$ cat config.mk
export PLATFORM = sky130hd
export DESIGN_NAME = slbmc_link_config
export DESIGN_NICKNAME = d
export VERILOG_FILES = /design/src/include/slbmc_pkg.sv /design/src/logic/slbmc_link_config.sv
export SDC_FILE = /design/constraint.sdc
export NUM_CORES = 1
export LEC_CHECK = 0
export ABC_AREA = 1
export BUFFER_PORTS_ARGS = -buffer_cell sky130_fd_sc_hd__buf_2
export CAP_MARGIN = 0
export CORE_ASPECT_RATIO = 1.2
export CORE_MARGIN = 2
export CORE_UTILIZATION = 63
export DETAILED_ROUTE_END_ITERATION = 16
export GPL_ROUTABILITY_DRIVEN = 0
export HOLD_SLACK_MARGIN = 0.03
export PLACE_DENSITY = 0.83
export REMOVE_ABC_BUFFERS = 1
export SYNTH_ARGS = -nofsm -noshare
export SYNTH_HDL_FRONTEND = slang
export SYNTH_SLANG_ARGS = --single-unit
$ cat constraint.sdc
create_clock -name aclk -period 11.3 [get_ports aclk]
set_input_delay 0.565 -clock aclk [delete_from_list [all_inputs] [get_ports aclk]]
set_output_delay 0.565 -clock aclk [all_outputs]
set_load 0.02 [all_outputs]
$ cat src/include/slbmc_pkg.sv
package slbmc_pkg;
	// register indices; byte address is four times the index
	localparam logic [11:0] IDX_CONTROL   = 12'h000;
	localparam logic [11:0] IDX_LINK      = 12'h001;
	localparam logic [11:0] IDX_FORMAT    = 12'h002;
	localparam logic [11:0] IDX_LANE_RATE = 12'h003;
	localparam logic [11:0] IDX_ADC_RATE  = 12'h004;
	localparam logic [11:0] IDX_STATUS    = 12'h005;
	localparam logic [11:0] IDX_PLL_BAND  = 12'h56e;
	localparam logic [11:0] IDX_NONE      = 12'hfff;

	// reset values and writable masks
	localparam logic [31:0] RST_CONTROL   = 32'h00000000;
	localparam logic [31:0] RST_LINK      = 32'h20010111;
	localparam logic [31:0] RST_FORMAT    = 32'h00000108;
	localparam logic [31:0] RST_RATE      = 32'h00000000;
	localparam logic [31:0] RST_PLL_BAND  = 32'h00000000;
	localparam logic [31:0] MASK_CONTROL  = 32'h00000003;
	localparam logic [31:0] MASK_LINK     = 32'hbf0f1fff;
	localparam logic [31:0] MASK_FORMAT   = 32'h00001f3f;
	localparam logic [31:0] MASK_RATE     = 32'h0000ffff;
	localparam logic [31:0] MASK_PLL_BAND = 32'h000000ff;

	// control bits
	localparam int CTRL_RUN     = 0;
	localparam int CTRL_CONFIRM = 1;

	// status bits
	localparam int ST_CFG_OK  = 0;
	localparam int ST_WINDOW  = 1;
	localparam int ST_DIVIDER = 2;
	localparam int ST_LCM     = 3;
	localparam int ST_RATIO   = 4;
	localparam int ST_KF      = 5;
	localparam int ST_COMBO   = 6;
	localparam int ST_DECIM   = 7;
	localparam int ST_FORMAT  = 8;
	localparam int ST_BAND    = 9;
	localparam int ST_UNSET   = 10;
	localparam int ST_RUNNING = 11;
	localparam int ST_WIDTH   = 12;

	// lane and sample rates in half-Mbps units
	localparam logic [15:0] RATE_MIN  = 16'h0d2f;
	localparam logic [15:0] RATE_B1   = 16'h1a5e;
	localparam logic [15:0] RATE_B2   = 16'h34bc;
	localparam logic [15:0] RATE_B3   = 16'h6978;
	localparam logic [15:0] RATE_MAX  = 16'h7918;
	localparam logic [7:0]  DIV_RATIO = 8'h28;
	localparam logic [7:0]  LCM_MAX   = 8'h40;
	localparam logic [7:0]  LANE_MULT = 8'h0a;
	localparam logic [5:0]  K_MAX     = 6'h20;
	localparam logic [7:0]  PLL_HIGH  = 8'h30;
	localparam logic [7:0]  PLL_MID   = 8'h10;

	localparam logic [1:0]  SP_OKAY   = 2'h0;
	localparam logic [1:0]  SP_SLVERR = 2'h2;

	typedef enum logic [2:0] {
		GRP_NONE = 3'b000,
		GRP_L1M1 = 3'b001,
		GRP_X5   = 3'b010,
		GRP_L4M1 = 3'b011,
		GRP_L1M2 = 3'b100,
		GRP_L2M2 = 3'b101
	} slbmc_group_t;
endpackage : slbmc_pkg

$ cat src/logic/slbmc_link_config.sv
// Operation
// - K times F divisible by 4, K<=32
// - lanes, converters, octets, samples, frames framing
// - 8-bit words, resolution 7-8, 0-1 control bits
// - high-density flag held at zero
// - one lane two converters, decimation up to 30
// - two lanes two converters, decimation by band
`timescale 1ns/1ns
module slbmc_link_config (
	input  wire logic        aclk,
	input  wire logic        aresetn,
	input  wire logic [15:0] awaddr,
	input  wire logic [2:0]  awprot,
	input  wire logic        awvalid,
	output logic             awready,
	input  wire logic [31:0] wdata,
	input  wire logic [3:0]  wstrb,
	input  wire logic        wvalid,
	output logic             wready,
	output logic [1:0]       bresp,
	output logic             bvalid,
	input  wire logic        bready,
	input  wire logic [15:0] araddr,
	input  wire logic [2:0]  arprot,
	input  wire logic        arvalid,
	output logic             arready,
	output logic [31:0]      rdata,
	output logic [1:0]       rresp,
	output logic             rvalid,
	input  wire logic        rready,
	input  wire logic [7:0]  smp_data,
	input  wire logic        smp_valid,
	output logic             smp_ready,
	output logic [7:0]       oct_data,
	output logic             oct_valid,
	input  wire logic        oct_ready,
	output logic             oct_frame_end,
	output logic             oct_mf_end
);
	function automatic logic [11:0] reg_index(input logic [15:0] a);
		reg_index = (a[15:14] != 2'h0) ? slbmc_pkg::IDX_NONE : a[13:2];
	endfunction : reg_index

	function automatic logic [31:0] merge(input logic [31:0] old,
		input logic [31:0] nw, input logic [3:0] st, input logic [31:0] m);
		logic [31:0] be;
		be = {{8{st[3]}}, {8{st[2]}}, {8{st[1]}}, {8{st[0]}}} & m;
		merge = (old & ~be) | (nw & be);
	endfunction : merge

	function automatic slbmc_pkg::slbmc_group_t combo(input logic [16:0] k);
		case (k)
			{4'h1, 4'h1, 5'h01, 4'h1}, {4'h1, 4'h1, 5'h02, 4'h2}:
				combo = slbmc_pkg::GRP_L1M1;
			{4'h2, 4'h1, 5'h01, 4'h2}, {4'h2, 4'h1, 5'h02, 4'h4},
			{4'h2, 4'h1, 5'h04, 4'h8}, {4'h4, 4'h2, 5'h01, 4'h2},
			{4'h4, 4'h2, 5'h02, 4'h4}, {4'h4, 4'h2, 5'h04, 4'h8}:
				combo = slbmc_pkg::GRP_X5;
			{4'h4, 4'h1, 5'h01, 4'h4}, {4'h4, 4'h1, 5'h02, 4'h8}:
				combo = slbmc_pkg::GRP_L4M1;
			{4'h1, 4'h2, 5'h02, 4'h1}:
				combo = slbmc_pkg::GRP_L1M2;
			{4'h2, 4'h2, 5'h01, 4'h1}, {4'h2, 4'h2, 5'h02, 4'h2}:
				combo = slbmc_pkg::GRP_L2M2;
			default:
				combo = slbmc_pkg::GRP_NONE;
		endcase
	endfunction : combo

	// allowed decimation set, bit n for ratio n
	function automatic logic [31:0] decim_mask(input logic [2:0] g,
		input logic [1:0] b);
		case ({g, b})
			5'b001_00: decim_mask = 32'h0000157e;
			5'b001_01: decim_mask = 32'h0000017e;
			5'b001_10: decim_mask = 32'h0000001e;
			5'b001_11: decim_mask = 32'h00000006;
			5'b010_00: decim_mask = 32'h0000017e;
			5'b010_01: decim_mask = 32'h0000001e;
			5'b010_10: decim_mask = 32'h00000006;
			5'b010_11: decim_mask = 32'h00000002;
			5'b011_00: decim_mask = 32'h0000001e;
			5'b011_01: decim_mask = 32'h00000006;
			5'b011_10: decim_mask = 32'h00000002;
			5'b100_00: decim_mask = 32'h41119574;
			5'b100_01: decim_mask = 32'h0001957e;
			5'b100_10: decim_mask = 32'h0000017e;
			5'b100_11: decim_mask = 32'h0000001e;
			5'b101_00: decim_mask = 32'h0001957e;
			5'b101_01: decim_mask = 32'h0000017e;
			5'b101_10: decim_mask = 32'h0000001e;
			5'b101_11: decim_mask = 32'h00000006;
			default:   decim_mask = 32'h00000000;
		endcase
	endfunction : decim_mask

	logic [31:0] ctrl, link_cfg, fmt, lane_rate, adc_rate, pll_band;
	logic [15:0] aw_addr;
	logic [31:0] w_data;
	logic [3:0]  w_strb;
	logic        aw_have, w_have;
	logic [slbmc_pkg::ST_WIDTH-1:0] st;
	logic [7:0]  skid_data;
	logic        skid_valid;
	logic [4:0]  oct_cnt;
	logic [5:0]  frm_cnt;

	// configuration fields
	wire [3:0]  lanes                 = link_cfg[3:0];
	wire [3:0]  convs                 = link_cfg[7:4];
	wire [4:0]  octs                  = link_cfg[12:8];
	wire [3:0]  samps                 = link_cfg[19:16];
	wire [5:0]  kfr                   = link_cfg[29:24];
	wire        high_density_flag     = link_cfg[31];
	wire [3:0]  res                   = fmt[3:0];
	wire [1:0]  cbits                 = fmt[5:4];
	wire [4:0]  chip_decimation_ratio = fmt[12:8];
	wire [15:0] serial_lane_rate      = lane_rate[15:0];
	wire [15:0] fadc                  = adc_rate[15:0];

	wire slbmc_pkg::slbmc_group_t grp = combo({lanes, convs, octs, samps});
	wire combo_ok = grp != slbmc_pkg::GRP_NONE;
	wire [1:0] band = (serial_lane_rate > slbmc_pkg::RATE_B3) ? 2'h3 :
		(serial_lane_rate >= slbmc_pkg::RATE_B2) ? 2'h2 :
		(serial_lane_rate >= slbmc_pkg::RATE_B1) ? 2'h1 : 2'h0;
	wire [31:0] allowed = decim_mask(grp, band);
	wire decim_ok = (chip_decimation_ratio != 5'h00) &&
		allowed[chip_decimation_ratio];
	wire window_ok = (serial_lane_rate >= slbmc_pkg::RATE_MIN) &&
		(serial_lane_rate <= slbmc_pkg::RATE_MAX);
	wire [23:0] div_lim = fadc * slbmc_pkg::DIV_RATIO;
	wire div_ok = {8'h00, serial_lane_rate} <= div_lim;
	// lcm term reduces to decimation times a group power of two
	wire [1:0] lsh = (grp == slbmc_pkg::GRP_L1M2) ? 2'h0 :
		(grp == slbmc_pkg::GRP_X5) ? 2'h2 :
		(grp == slbmc_pkg::GRP_L4M1) ? 2'h3 : 2'h1;
	wire [7:0] lcm_term = {3'h0, chip_decimation_ratio} << lsh;
	wire lcm_ok = lcm_term <= slbmc_pkg::LCM_MAX;
	// lane rate = 10*M*fadc/(L*decimation), fout = fadc/decimation
	wire [31:0] ratio_lhs = 32'(serial_lane_rate) * 32'(lanes) *
		32'(chip_decimation_ratio);
	wire [31:0] ratio_rhs = 32'(fadc) * 32'(convs) *
		32'(slbmc_pkg::LANE_MULT);
	wire ratio_ok = ratio_lhs == ratio_rhs;
	wire [10:0] kf = 11'(kfr) * 11'(octs);
	wire [5:0] kmin = (octs == 5'h01) ? 6'h14 : (octs == 5'h02) ? 6'h0c :
		(octs == 5'h04) ? 6'h08 :
		(octs == 5'h08 || octs == 5'h10) ? 6'h04 : 6'h3f;
	wire kf_ok = (kf[1:0] == 2'h0) && (kfr[1:0] == 2'h0) &&
		(kfr <= slbmc_pkg::K_MAX) && (kfr >= kmin);
	wire fmt_ok = !high_density_flag && (res == 4'h7 || res == 4'h8) &&
		(cbits <= 2'h1);
	wire low_band = band == 2'h0 || band == 2'h1;
	wire band_ok = (band == 2'h3) ? pll_band[7:0] == slbmc_pkg::PLL_HIGH :
		(band == 2'h2) ? pll_band[7:0] == slbmc_pkg::PLL_MID :
		ctrl[slbmc_pkg::CTRL_CONFIRM];
	wire cfg_ok = window_ok && div_ok && lcm_ok && ratio_ok && kf_ok &&
		combo_ok && decim_ok && fmt_ok && band_ok;
	wire run = ctrl[slbmc_pkg::CTRL_RUN] && cfg_ok;
	wire [slbmc_pkg::ST_WIDTH-1:0] next_st = {run, low_band, band_ok,
		fmt_ok, decim_ok, combo_ok, kf_ok, ratio_ok, lcm_ok, div_ok,
		window_ok, cfg_ok};

	// register bus
	wire [11:0] wr_idx = reg_index(aw_addr);
	wire [11:0] rd_idx = reg_index(araddr);
	wire do_write = aw_have && w_have && !bvalid;
	wire wr_hit = wr_idx == slbmc_pkg::IDX_CONTROL ||
		wr_idx == slbmc_pkg::IDX_LINK || wr_idx == slbmc_pkg::IDX_FORMAT ||
		wr_idx == slbmc_pkg::IDX_LANE_RATE ||
		wr_idx == slbmc_pkg::IDX_ADC_RATE ||
		wr_idx == slbmc_pkg::IDX_PLL_BAND;
	wire rd_hit = wr_hit_r(rd_idx) || rd_idx == slbmc_pkg::IDX_STATUS;
	wire [31:0] rd_mux =
		(rd_idx == slbmc_pkg::IDX_CONTROL)   ? ctrl :
		(rd_idx == slbmc_pkg::IDX_LINK)      ? link_cfg :
		(rd_idx == slbmc_pkg::IDX_FORMAT)    ? fmt :
		(rd_idx == slbmc_pkg::IDX_LANE_RATE) ? lane_rate :
		(rd_idx == slbmc_pkg::IDX_ADC_RATE)  ? adc_rate :
		(rd_idx == slbmc_pkg::IDX_PLL_BAND)  ? pll_band :
		(rd_idx == slbmc_pkg::IDX_STATUS)    ?
		{{(32 - slbmc_pkg::ST_WIDTH){1'b0}}, st} : 32'h00000000;

	function automatic logic wr_hit_r(input logic [11:0] i);
		wr_hit_r = i == slbmc_pkg::IDX_CONTROL || i == slbmc_pkg::IDX_LINK ||
			i == slbmc_pkg::IDX_FORMAT || i == slbmc_pkg::IDX_LANE_RATE ||
			i == slbmc_pkg::IDX_ADC_RATE || i == slbmc_pkg::IDX_PLL_BAND;
	endfunction : wr_hit_r

	always_ff @(posedge aclk)
	begin
		if (!aresetn)
		begin
			awready <= 1'b0;
			wready  <= 1'b0;
			aw_have <= 1'b0;
			w_have  <= 1'b0;
			aw_addr <= 16'h0000;
			w_data  <= 32'h00000000;
			w_strb  <= 4'h0;
			bvalid  <= 1'b0;
			bresp   <= slbmc_pkg::SP_OKAY;
		end
		else
		begin
			awready <= !aw_have && !bvalid && !(awvalid && awready);
			wready  <= !w_have && !bvalid && !(wvalid && wready);
			if (awvalid && awready)
			begin
				aw_have <= 1'b1;
				aw_addr <= awaddr;
			end
			if (wvalid && wready)
			begin
				w_have <= 1'b1;
				w_data <= wdata;
				w_strb <= wstrb;
			end
			if (do_write)
			begin
				aw_have <= 1'b0;
				w_have  <= 1'b0;
				bvalid  <= 1'b1;
				bresp   <= wr_hit ? slbmc_pkg::SP_OKAY : slbmc_pkg::SP_SLVERR;
			end
			else if (bvalid && bready)
				bvalid <= 1'b0;
		end
	end

	always_ff @(posedge aclk)
	begin
		if (!aresetn)
		begin
			ctrl      <= slbmc_pkg::RST_CONTROL;
			link_cfg  <= slbmc_pkg::RST_LINK;
			fmt       <= slbmc_pkg::RST_FORMAT;
			lane_rate <= slbmc_pkg::RST_RATE;
			adc_rate  <= slbmc_pkg::RST_RATE;
			pll_band  <= slbmc_pkg::RST_PLL_BAND;
		end
		else if (do_write)
		begin
			if (wr_idx == slbmc_pkg::IDX_CONTROL)
				ctrl <= merge(ctrl, w_data, w_strb, slbmc_pkg::MASK_CONTROL);
			if (wr_idx == slbmc_pkg::IDX_LINK)
				link_cfg <= merge(link_cfg, w_data, w_strb, slbmc_pkg::MASK_LINK);
			if (wr_idx == slbmc_pkg::IDX_FORMAT)
				fmt <= merge(fmt, w_data, w_strb, slbmc_pkg::MASK_FORMAT);
			if (wr_idx == slbmc_pkg::IDX_LANE_RATE)
				lane_rate <= merge(lane_rate, w_data, w_strb, slbmc_pkg::MASK_RATE);
			if (wr_idx == slbmc_pkg::IDX_ADC_RATE)
				adc_rate <= merge(adc_rate, w_data, w_strb, slbmc_pkg::MASK_RATE);
			if (wr_idx == slbmc_pkg::IDX_PLL_BAND)
				pll_band <= merge(pll_band, w_data, w_strb,
					slbmc_pkg::MASK_PLL_BAND);
		end
	end

	always_ff @(posedge aclk)
	begin
		if (!aresetn)
		begin
			arready <= 1'b0;
			rvalid  <= 1'b0;
			rdata   <= 32'h00000000;
			rresp   <= slbmc_pkg::SP_OKAY;
			st      <= '0;
		end
		else
		begin
			st <= next_st;
			if (arvalid && arready)
			begin
				arready <= 1'b0;
				rvalid  <= 1'b1;
				rdata   <= rd_mux;
				rresp   <= rd_hit ? slbmc_pkg::SP_OKAY : slbmc_pkg::SP_SLVERR;
			end
			else if (rvalid && rready)
				rvalid <= 1'b0;
			else if (!rvalid)
				arready <= 1'b1;
		end
	end

	// two-entry octet path: output stage plus skid entry
	wire accept = smp_valid && smp_ready;
	wire advance = !oct_valid || oct_ready;
	wire load = advance && (skid_valid || accept);
	wire next_skid_valid = advance ? 1'b0 : (skid_valid || accept);
	wire frame_last = oct_cnt == octs - 5'h01;
	wire mf_last = frame_last && (frm_cnt == kfr - 6'h01);

	always_ff @(posedge aclk)
	begin
		if (!aresetn)
		begin
			smp_ready     <= 1'b0;
			skid_valid    <= 1'b0;
			skid_data     <= 8'h00;
			oct_valid     <= 1'b0;
			oct_data      <= 8'h00;
			oct_frame_end <= 1'b0;
			oct_mf_end    <= 1'b0;
			oct_cnt       <= 5'h00;
			frm_cnt       <= 6'h00;
		end
		else
		begin
			smp_ready  <= run && !next_skid_valid;
			skid_valid <= next_skid_valid;
			if (!advance && accept)
				skid_data <= smp_data;
			if (advance)
				oct_valid <= skid_valid || accept;
			if (load)
			begin
				oct_data      <= skid_valid ? skid_data : smp_data;
				oct_frame_end <= frame_last;
				oct_mf_end    <= mf_last;
				oct_cnt       <= frame_last ? 5'h00 : oct_cnt + 5'h01;
				if (frame_last)
					frm_cnt <= mf_last ? 6'h00 : frm_cnt + 6'h01;
			end
			else if (!run && !oct_valid && !skid_valid)
			begin
				oct_cnt <= 5'h00;
				frm_cnt <= 6'h00;
			end
		end
	end

	window_chk_a: assert property (@(posedge aclk) disable iff (!aresetn)
		st[slbmc_pkg::ST_WINDOW] |->
		($past(serial_lane_rate) >= slbmc_pkg::RATE_MIN &&
		$past(serial_lane_rate) <= slbmc_pkg::RATE_MAX))
		else $error("lane rate window flagged wrongly");
	divider_chk_a: assert property (@(posedge aclk) disable iff (!aresetn)
		st[slbmc_pkg::ST_DIVIDER] |-> $past(24'(serial_lane_rate)) <=
		24'(40) * $past(24'(fadc)))
		else $error("divider check flagged wrongly");
	lcm_limit_a: assert property (@(posedge aclk) disable iff (!aresetn)
		st[slbmc_pkg::ST_CFG_OK] |-> $past(lcm_term) <= 8'h40)
		else $error("lcm term above limit accepted");
	kf_step_a: assert property (@(posedge aclk) disable iff (!aresetn)
		st[slbmc_pkg::ST_KF] |-> ($past(kf) % 4 == 0 && $past(kfr) <= 6'h20))
		else $error("frame count check flagged wrongly");
	band_high_a: assert property (@(posedge aclk) disable iff (!aresetn)
		(st[slbmc_pkg::ST_BAND] && $past(serial_lane_rate) > 16'h6978) |->
		$past(pll_band[7:0]) == 8'h30)
		else $error("high band value wrong");
	band_mid_a: assert property (@(posedge aclk) disable iff (!aresetn)
		(st[slbmc_pkg::ST_BAND] && $past(serial_lane_rate) >= 16'h34bc &&
		$past(serial_lane_rate) <= 16'h6978) |->
		$past(pll_band[7:0]) == 8'h10)
		else $error("mid band value wrong");
	band_confirm_a: assert property (@(posedge aclk) disable iff (!aresetn)
		(st[slbmc_pkg::ST_BAND] && st[slbmc_pkg::ST_UNSET]) |->
		$past(ctrl[slbmc_pkg::CTRL_CONFIRM]))
		else $error("low band accepted without confirmation");
	hd_zero_a: assert property (@(posedge aclk) disable iff (!aresetn)
		st[slbmc_pkg::ST_FORMAT] |-> !$past(high_density_flag))
		else $error("high density accepted");
	run_gate_a: assert property (@(posedge aclk) disable iff (!aresetn)
		smp_ready |-> st[slbmc_pkg::ST_CFG_OK])
		else $error("samples taken with invalid configuration");
	stall_hold_a: assert property (@(posedge aclk) disable iff (!aresetn)
		(oct_valid && !oct_ready) |=> (oct_valid && $stable(oct_data) &&
		$stable(oct_frame_end)))
		else $error("octet lost under stall");
endmodule : slbmc_link_config

==> results of run 1 <==
==> layout by cell type (no fill, tap or decap), types with 9 or more instances in the layout <==
cell,n
sky130_fd_sc_hd__nand2_1,620
sky130_fd_sc_hd__inv_1,486
sky130_fd_sc_hd__nor2_1,307
sky130_fd_sc_hd__a21oi_1,210
sky130_fd_sc_hd__dfxtp_1,202
sky130_fd_sc_hd__o21ai_0,191
sky130_fd_sc_hd__ha_1,171
sky130_fd_sc_hd__nand3_1,149
sky130_fd_sc_hd__buf_2,120
sky130_fd_sc_hd__fa_1,112
sky130_fd_sc_hd__nand4_1,51
sky130_fd_sc_hd__xor2_1,48
sky130_fd_sc_hd__inv_2,31
sky130_fd_sc_hd__xnor2_1,29
sky130_fd_sc_hd__o211ai_1,25
sky130_fd_sc_hd__nand2_2,23
sky130_fd_sc_hd__nor3_1,22
sky130_fd_sc_hd__clkbuf_16,17
sky130_fd_sc_hd__a31oi_1,16
sky130_fd_sc_hd__a211oi_1,15
sky130_fd_sc_hd__nor4_1,14
sky130_fd_sc_hd__o21a_1,13
sky130_fd_sc_hd__nand3b_1,12
sky130_fd_sc_hd__nor2_2,12
sky130_fd_sc_hd__or2_2,11
sky130_fd_sc_hd__o21bai_1,9
sky130_fd_sc_hd__a22oi_1,9
==> critical path: cells and delay by family (launching register included) <==
family	cells	cell delay [ns]
AND/OR/NAND/NOR	21	2.87
flip-flops	1	0.87
buffers and inverters	2	0.13
adder cells (fa/ha/maj)	7	3.53
AO/OA/AOI/OAI	9	1.33
==> logic make-up (layout without fill, tap and decap cells) <==
family                     after synthesis  after routing
AOI/OAI and AO/OA                      527            527
xor gates and xnor gates                78             78
adders and majority gates              283            283
buffers and inverters                  618            670
DFF                                    202            202
muxes                                    1              1
other                                    1              7
and+or+nand+nor                       1256           1256
==> worst min path at each step <==
stage | from | to | slack (ns) | depth (start not counted)
2_1_floorplan | flop | flop | 0.42 | 2
3_3_place_gp | flop | flop | 0.43 | 2
3_5_place_dp | flop | flop | 0.44 | 2
4_1_cts | bready | bvalid | 0.28 | 2
5_1_grt | bready | bvalid | 0.28 | 2
6_report | bready | bvalid | 0.28 | 2
==> routing by layer <==
layer / global-route usage, % / part of all wire, % / up-vias
met5: 0 / 0 / -
met4: 21.4 / 7.4 / 0
met3: 3.92 / 6.5 / 269
met2: 62.6 / 49 / 841
met1: 36.7 / 38 / 9170
li1: - / - / 9585
==> where the power goes <==
part           leakage, nW  internal [W]  switching, W  total [W]
clock                0.256      0.000332      0.000255   0.000587
sequential            1.64      0.000728     0.0000128   0.000740
combinational         9.46     0.0000287     0.0000581  0.0000868
total                 11.4       0.00109      0.000326    0.00141
==> per-stage QoR <==
stage / setup slack (ns) / area [um2]
after CTS: 2.60 / 21200
after floorplan: 4.02 / 19500
after detailed placement: 2.65 / 20700
after global placement: 2.92 / 20700
final: 2.49 / 21200
after global routing: 1.85 / 21200
==> final cells by class <==
type	count	area (um2)	area share [%]
Sequential cell	202	4040	19.1
Clock buffer	22	464	2.19
Timing Repair Buffer	127	653	3.08
Clock inverter	2	60.1	0.284
Tap cell	401	502	2.37
Multi-Input combinational cell	2152	13500	63.8
Inverter	519	1950	9.20
==> reports/metrics.yaml, run 1 <==
drt:
  drt_pre_antenna_iters: 8
  drt_antenna_net_count: 0
  postRouteWirelength_um: 56500
  drt_drc_violations_left: 0
  via_count_of_the_routed_design: 19900
  routedWlPerCell_um: 16.5
  violation_count_after_the_first_detailed_route_iteration: 1578
  vias_per_cell: 5.80
synth:
  adder_cell_fraction_of_synth_area_pct: 22.0
  netlist-cell-type-count: 55
  syn_inst: 2966
  synth-edff-count: 0
  synthMostInstantiatedCell: "sky130_fd_sc_hd__nand2_1"
  synthDominantCellAreaShare_pct: 20.3
  synth_mux_area_share_pct: 0.0566
  synthDominantAreaCellType: "sky130_fd_sc_hd__dfxtp_1"
  synth-simple-area-share_pct: 27.3
  synth.yosys.warnings: 0
  synth_seq_cells: 202
  synth_top_family_by_area: "simple AND/OR/NAND/NOR gates"
  ys_async_sr_fraction_pct: 0
  synth-compound-area-share_pct: 14.8
  synth_area_um2: 19900
  synthTopCellsByArea: "sky130_fd_sc_hd__dfxtp_1 (20%), sky130_fd_sc_hd__nand2_1 (12%), sky130_fd_sc_hd__fa_1 (11%), sky130_fd_sc_hd__ha_1 (11%), sky130_fd_sc_hd__inv_1 (9.2%)"
  synth_area_in_xor_xnor_pct: 3.47
  synth.yosys.seq_area_share_pct: 20.3
  synthesis.area_per_instance_um2: 6.71
  synthFlopType: "sky130_fd_sc_hd__dfxtp_1"
  synth.cells.most_frequent: "sky130_fd_sc_hd__nand2_1 (620), sky130_fd_sc_hd__inv_1 (486), sky130_fd_sc_hd__nor2_1 (307), sky130_fd_sc_hd__a21oi_1 (210), sky130_fd_sc_hd__dfxtp_1 (202)"
clock_network:
  worstSkewPairLatency_ns: 0.48
  cts_buffers: 17
  ctsLongestPathBuffers: 3
  cts_root_buf: "sky130_fd_sc_hd__clkbuf_16"
  cts.repair.resized: 0
  cts_setup_buffers: 0
  h_tree_depth: 1
  clock_net_sink_count: 202
  clock_tree_from_tritoncts: "done"
  cts.hold.buffers_added: 0
  clk_slew_on_worst_s_h_paths_ns: 0.07
outcome:
  result_of_the_run: "finished, final reports clean"
global_routing:
  grt_pass1_vias: 19600
  overall_global_routing_usage_pct: 33.7
  global_route.overflow_total: 0
  maximum_number_of_pins_on_one_net_before_global_route_repair: 105
  grt_first_pass_wirelength_um: 92000
  antenna_found_initial: 0
floorplanning:
  std_cell_rows: 71
  ios: 144
  dieWidth_um: 166
  core-area_um2: 31300
  start_util_pct: 63.7
  design.die.area_um2: 33100
  chipHeight_um: 199
pwr:
  worst_ir_drop_vdd_mv: 0.142
  report.power.total_w: 0.00141
  powerDensity_nw_per_um2: 66.8
  power.static_leakage_nw: 11.4
sta:
  setup-violations-final: 0
  timing.setup.tns_ns: 0
  hold_violations: 0
  fin_hold_ws_ns: 0.279
  finClkSkew_ns: 0.0121
  min_tclk_post_route_ns: 8.81
  worst_slew_pin_slew_ns: 1.17
  max_clock_freq_ghz: 0.113
  slew_violations: 0
  final.period_utilization_pct: 78.0
  rsz0062_at_grt: "false"
  max_transition_margin_pct: 21.2
worst_setup_path:
  cpPeakStageDelay_ns: 0.87
  cp_data_required_time_ns: 11.69
  rr_worst_depth: 39
  end_kind: "flop"
  worstSetupPathType: "reg2reg"
  critical_path.slowest_cell: "sky130_fd_sc_hd__dfxtp_1"
  critPathArrivalTime_ns: 9.21
  r2r-end: "frm_cnt[4]"
  worstSetupStartpointType: "flop"
  worst-r2r-setup-slack_ns: 2.49
  crit_path_frequent_cell: "sky130_fd_sc_hd__nand2_1"
  critical_path_peak_fanout: 21
  endpoint: "frm_cnt[4]"
placed_design:
  port_buffers: 121
  number_of_placed_instances_with_taps_included: 3401
  sum_of_net_half_perimeters_after_detailed_placement_um: 43900
finish:
  layout.cells.non_filler: 3425
  num-nets-final: 3393
  synthToLayoutAreaGrowth_pct: 6.35
  drive_gt1_share_pct: 8.50
  finalCoreUtilization_pct: 67.7
  fill_cells: 2757
  number_of_antenna_cells_inserted: 0
run:
  maxCapViolCount: 0
worst_hold_path:
  timing.hold.worst.class: "in2reg"
Note: power is estimated with default switching activity, not from simulation.
==> run 2, diff against run 1 <==
clock period = 9.19 ns   (was 11.3 ns; I/O delays follow)
==> reports/metrics.yaml, run 2 (same netlist as run 1, synthesis figures left out) <==
drt:
  violation_count_after_the_first_detailed_route_iteration: 1259
  postRouteWirelength_um: 55300
  drt_drc_violations_left: 0
  via_count_of_the_routed_design: 19800
  routedWlPerCell_um: 16.1
  vias_per_cell: 5.78
  drt_antenna_net_count: 0
  drt_pre_antenna_iters: 6
sta:
  max_transition_margin_pct: 19.1
  timing.setup.tns_ns: 0
  slew_violations: 0
  rsz0062_at_grt: "false"
  max_clock_freq_ghz: 0.119
  min_tclk_post_route_ns: 8.42
  finClkSkew_ns: 0.0111
  worst_slew_pin_slew_ns: 1.20
  final.period_utilization_pct: 91.6
  hold_violations: 0
  setup-violations-final: 0
clock_network:
  cts_setup_buffers: 0
  ctsLongestPathBuffers: 3
  clock_net_sink_count: 202
  worstSkewPairLatency_ns: 0.47
  clk_slew_on_worst_s_h_paths_ns: 0.07
  h_tree_depth: 1
  cts_root_buf: "sky130_fd_sc_hd__clkbuf_16"
  clock_tree_from_tritoncts: "done"
  cts_buffers: 17
floorplanning:
  start_util_pct: 63.7
  std_cell_rows: 71
  core-area_um2: 31300
  chipHeight_um: 199
  ios: 144
  dieWidth_um: 166
  design.die.area_um2: 33100
global_routing:
  grt_first_pass_wirelength_um: 90100
  maximum_number_of_pins_on_one_net_before_global_route_repair: 104
  global_route.overflow_total: 0
  overall_global_routing_usage_pct: 32.8
  grt_pass1_vias: 19500
  antenna_found_initial: 0
worst_setup_path:
  cp_data_required_time_ns: 9.59
  cpPeakStageDelay_ns: 0.55
  critical_path.slowest_cell: "sky130_fd_sc_hd__fa_1"
  critical_path_peak_fanout: 16
  critPathArrivalTime_ns: 8.81
  end_kind: "flop"
  worstSetupPathType: "reg2reg"
  crit_path_frequent_cell: "sky130_fd_sc_hd__nand2_1"
  worstSetupStartpointType: "flop"
worst_hold_path:
  timing.hold.worst.class: "in2reg"
finish:
  number_of_antenna_cells_inserted: 0
  drive_gt1_share_pct: 8.68
  mostFrequentLayoutCell: "sky130_fd_sc_hd__nand2_1"
  synthToLayoutAreaGrowth_pct: 6.27
  layout.area.seq_um2: 4050
  most-common-layout-cells: "sky130_fd_sc_hd__nand2_1 (620), sky130_fd_sc_hd__inv_1 (486), sky130_fd_sc_hd__nor2_1 (307)"
  fill_cells: 2766
  num-nets-final: 3394
  multi_input_comb_area_um2: 13500
pwr:
  power.static_leakage_nw: 11.3
  powerDensity_nw_per_um2: 80.0
  report.power.total_w: 0.00169
  worst_ir_drop_vdd_mv: 0.156
outcome:
  result_of_the_run: "finished, final reports clean"
run:
  maxCapViolCount: 0
placed_design:
  sum_of_net_half_perimeters_after_detailed_placement_um: 43700
  port_buffers: 121
==> run 2: changes by cell type in the layout (fill, tap and decap cells not counted) <==
cell	previous run	this run
sky130_fd_sc_hd__clkinv_2	0	4
sky130_fd_sc_hd__bufinv_16	2	0
sky130_fd_sc_hd__clkinvlp_4	0	2
sky130_fd_sc_hd__buf_4	7	8
sky130_fd_sc_hd__dfxtp_1	202	201
sky130_fd_sc_hd__dfxtp_2	0	1
==> run 2: layout make-up <==
cell class                      instances  share of cell area (%)
Multi-Input combinational cell       2152                    63.8
Clock buffer                           22                    2.19
Clock inverter                          6                   0.166
Inverter                              519                    9.21
Sequential cell                       202                    19.1
Tap cell                              401                    2.37
Timing Repair Buffer                  128                    3.12
==> run 2: critical path: cells and delay by family, from the launching register on <==
kind	cells	cell delay [ns]
adders and majority gates	7	3.52
and+or+nand+nor	21	2.67
AOI/OAI and AO/OA	9	1.37
buffers and inverters	3	0.39
DFF	1	0.38
==> run 2: metal layers <==
metal,part of all wire (%),track usage (%)
met3,6.3,3.80
met5,0,0
met1,38,35.2
met2,49,61.1
met4,7.2,21.6
==> run 2: where the power goes <==
group,switching [W],leakage (nW),internal [W]
Sequential,0.0000153,1.64,0.000894
Combinational,0.0000711,9.47,0.0000353
Clock,0.000319,0.243,0.000358
==> run 2: through the flow <==
stage / std cells / area, um2 / util (%) / setup slack, ns / hold WS [ns]
after floorplan: 2873 / 19500 / - / 1.91 / 0.423
after global placement: 3402 / 20700 / 66.1 / 1.04 / 0.434
after detailed placement: 3402 / 20700 / 66.1 / 0.757 / 0.445
after CTS: 3430 / 21200 / 67.7 / 0.732 / 0.169
after global routing: 3430 / 21200 / 67.7 / 0.0390 / 0.179
final: 3430 / 21200 / 67.7 / 0.772 / 0.175
==> run 2: final timing paths <==
| kind | start | to | slack (ns) | cells past startpoint |
|---|---|---|---|---|
| max reg2reg | flop | frm_cnt[3] | 0.77 | 40 |
| min reg2reg | flop | flop | 0.46 | 2 |
| max | flop | frm_cnt[3] | 0.77 | 40 |
| min | bready | bvalid | 0.17 | 2 |
==> run 2: timing repair <==
item,in CTS,in global routing
resized for setup,0,1
setup endpoints to repair,0,11
hold buffers,0,0
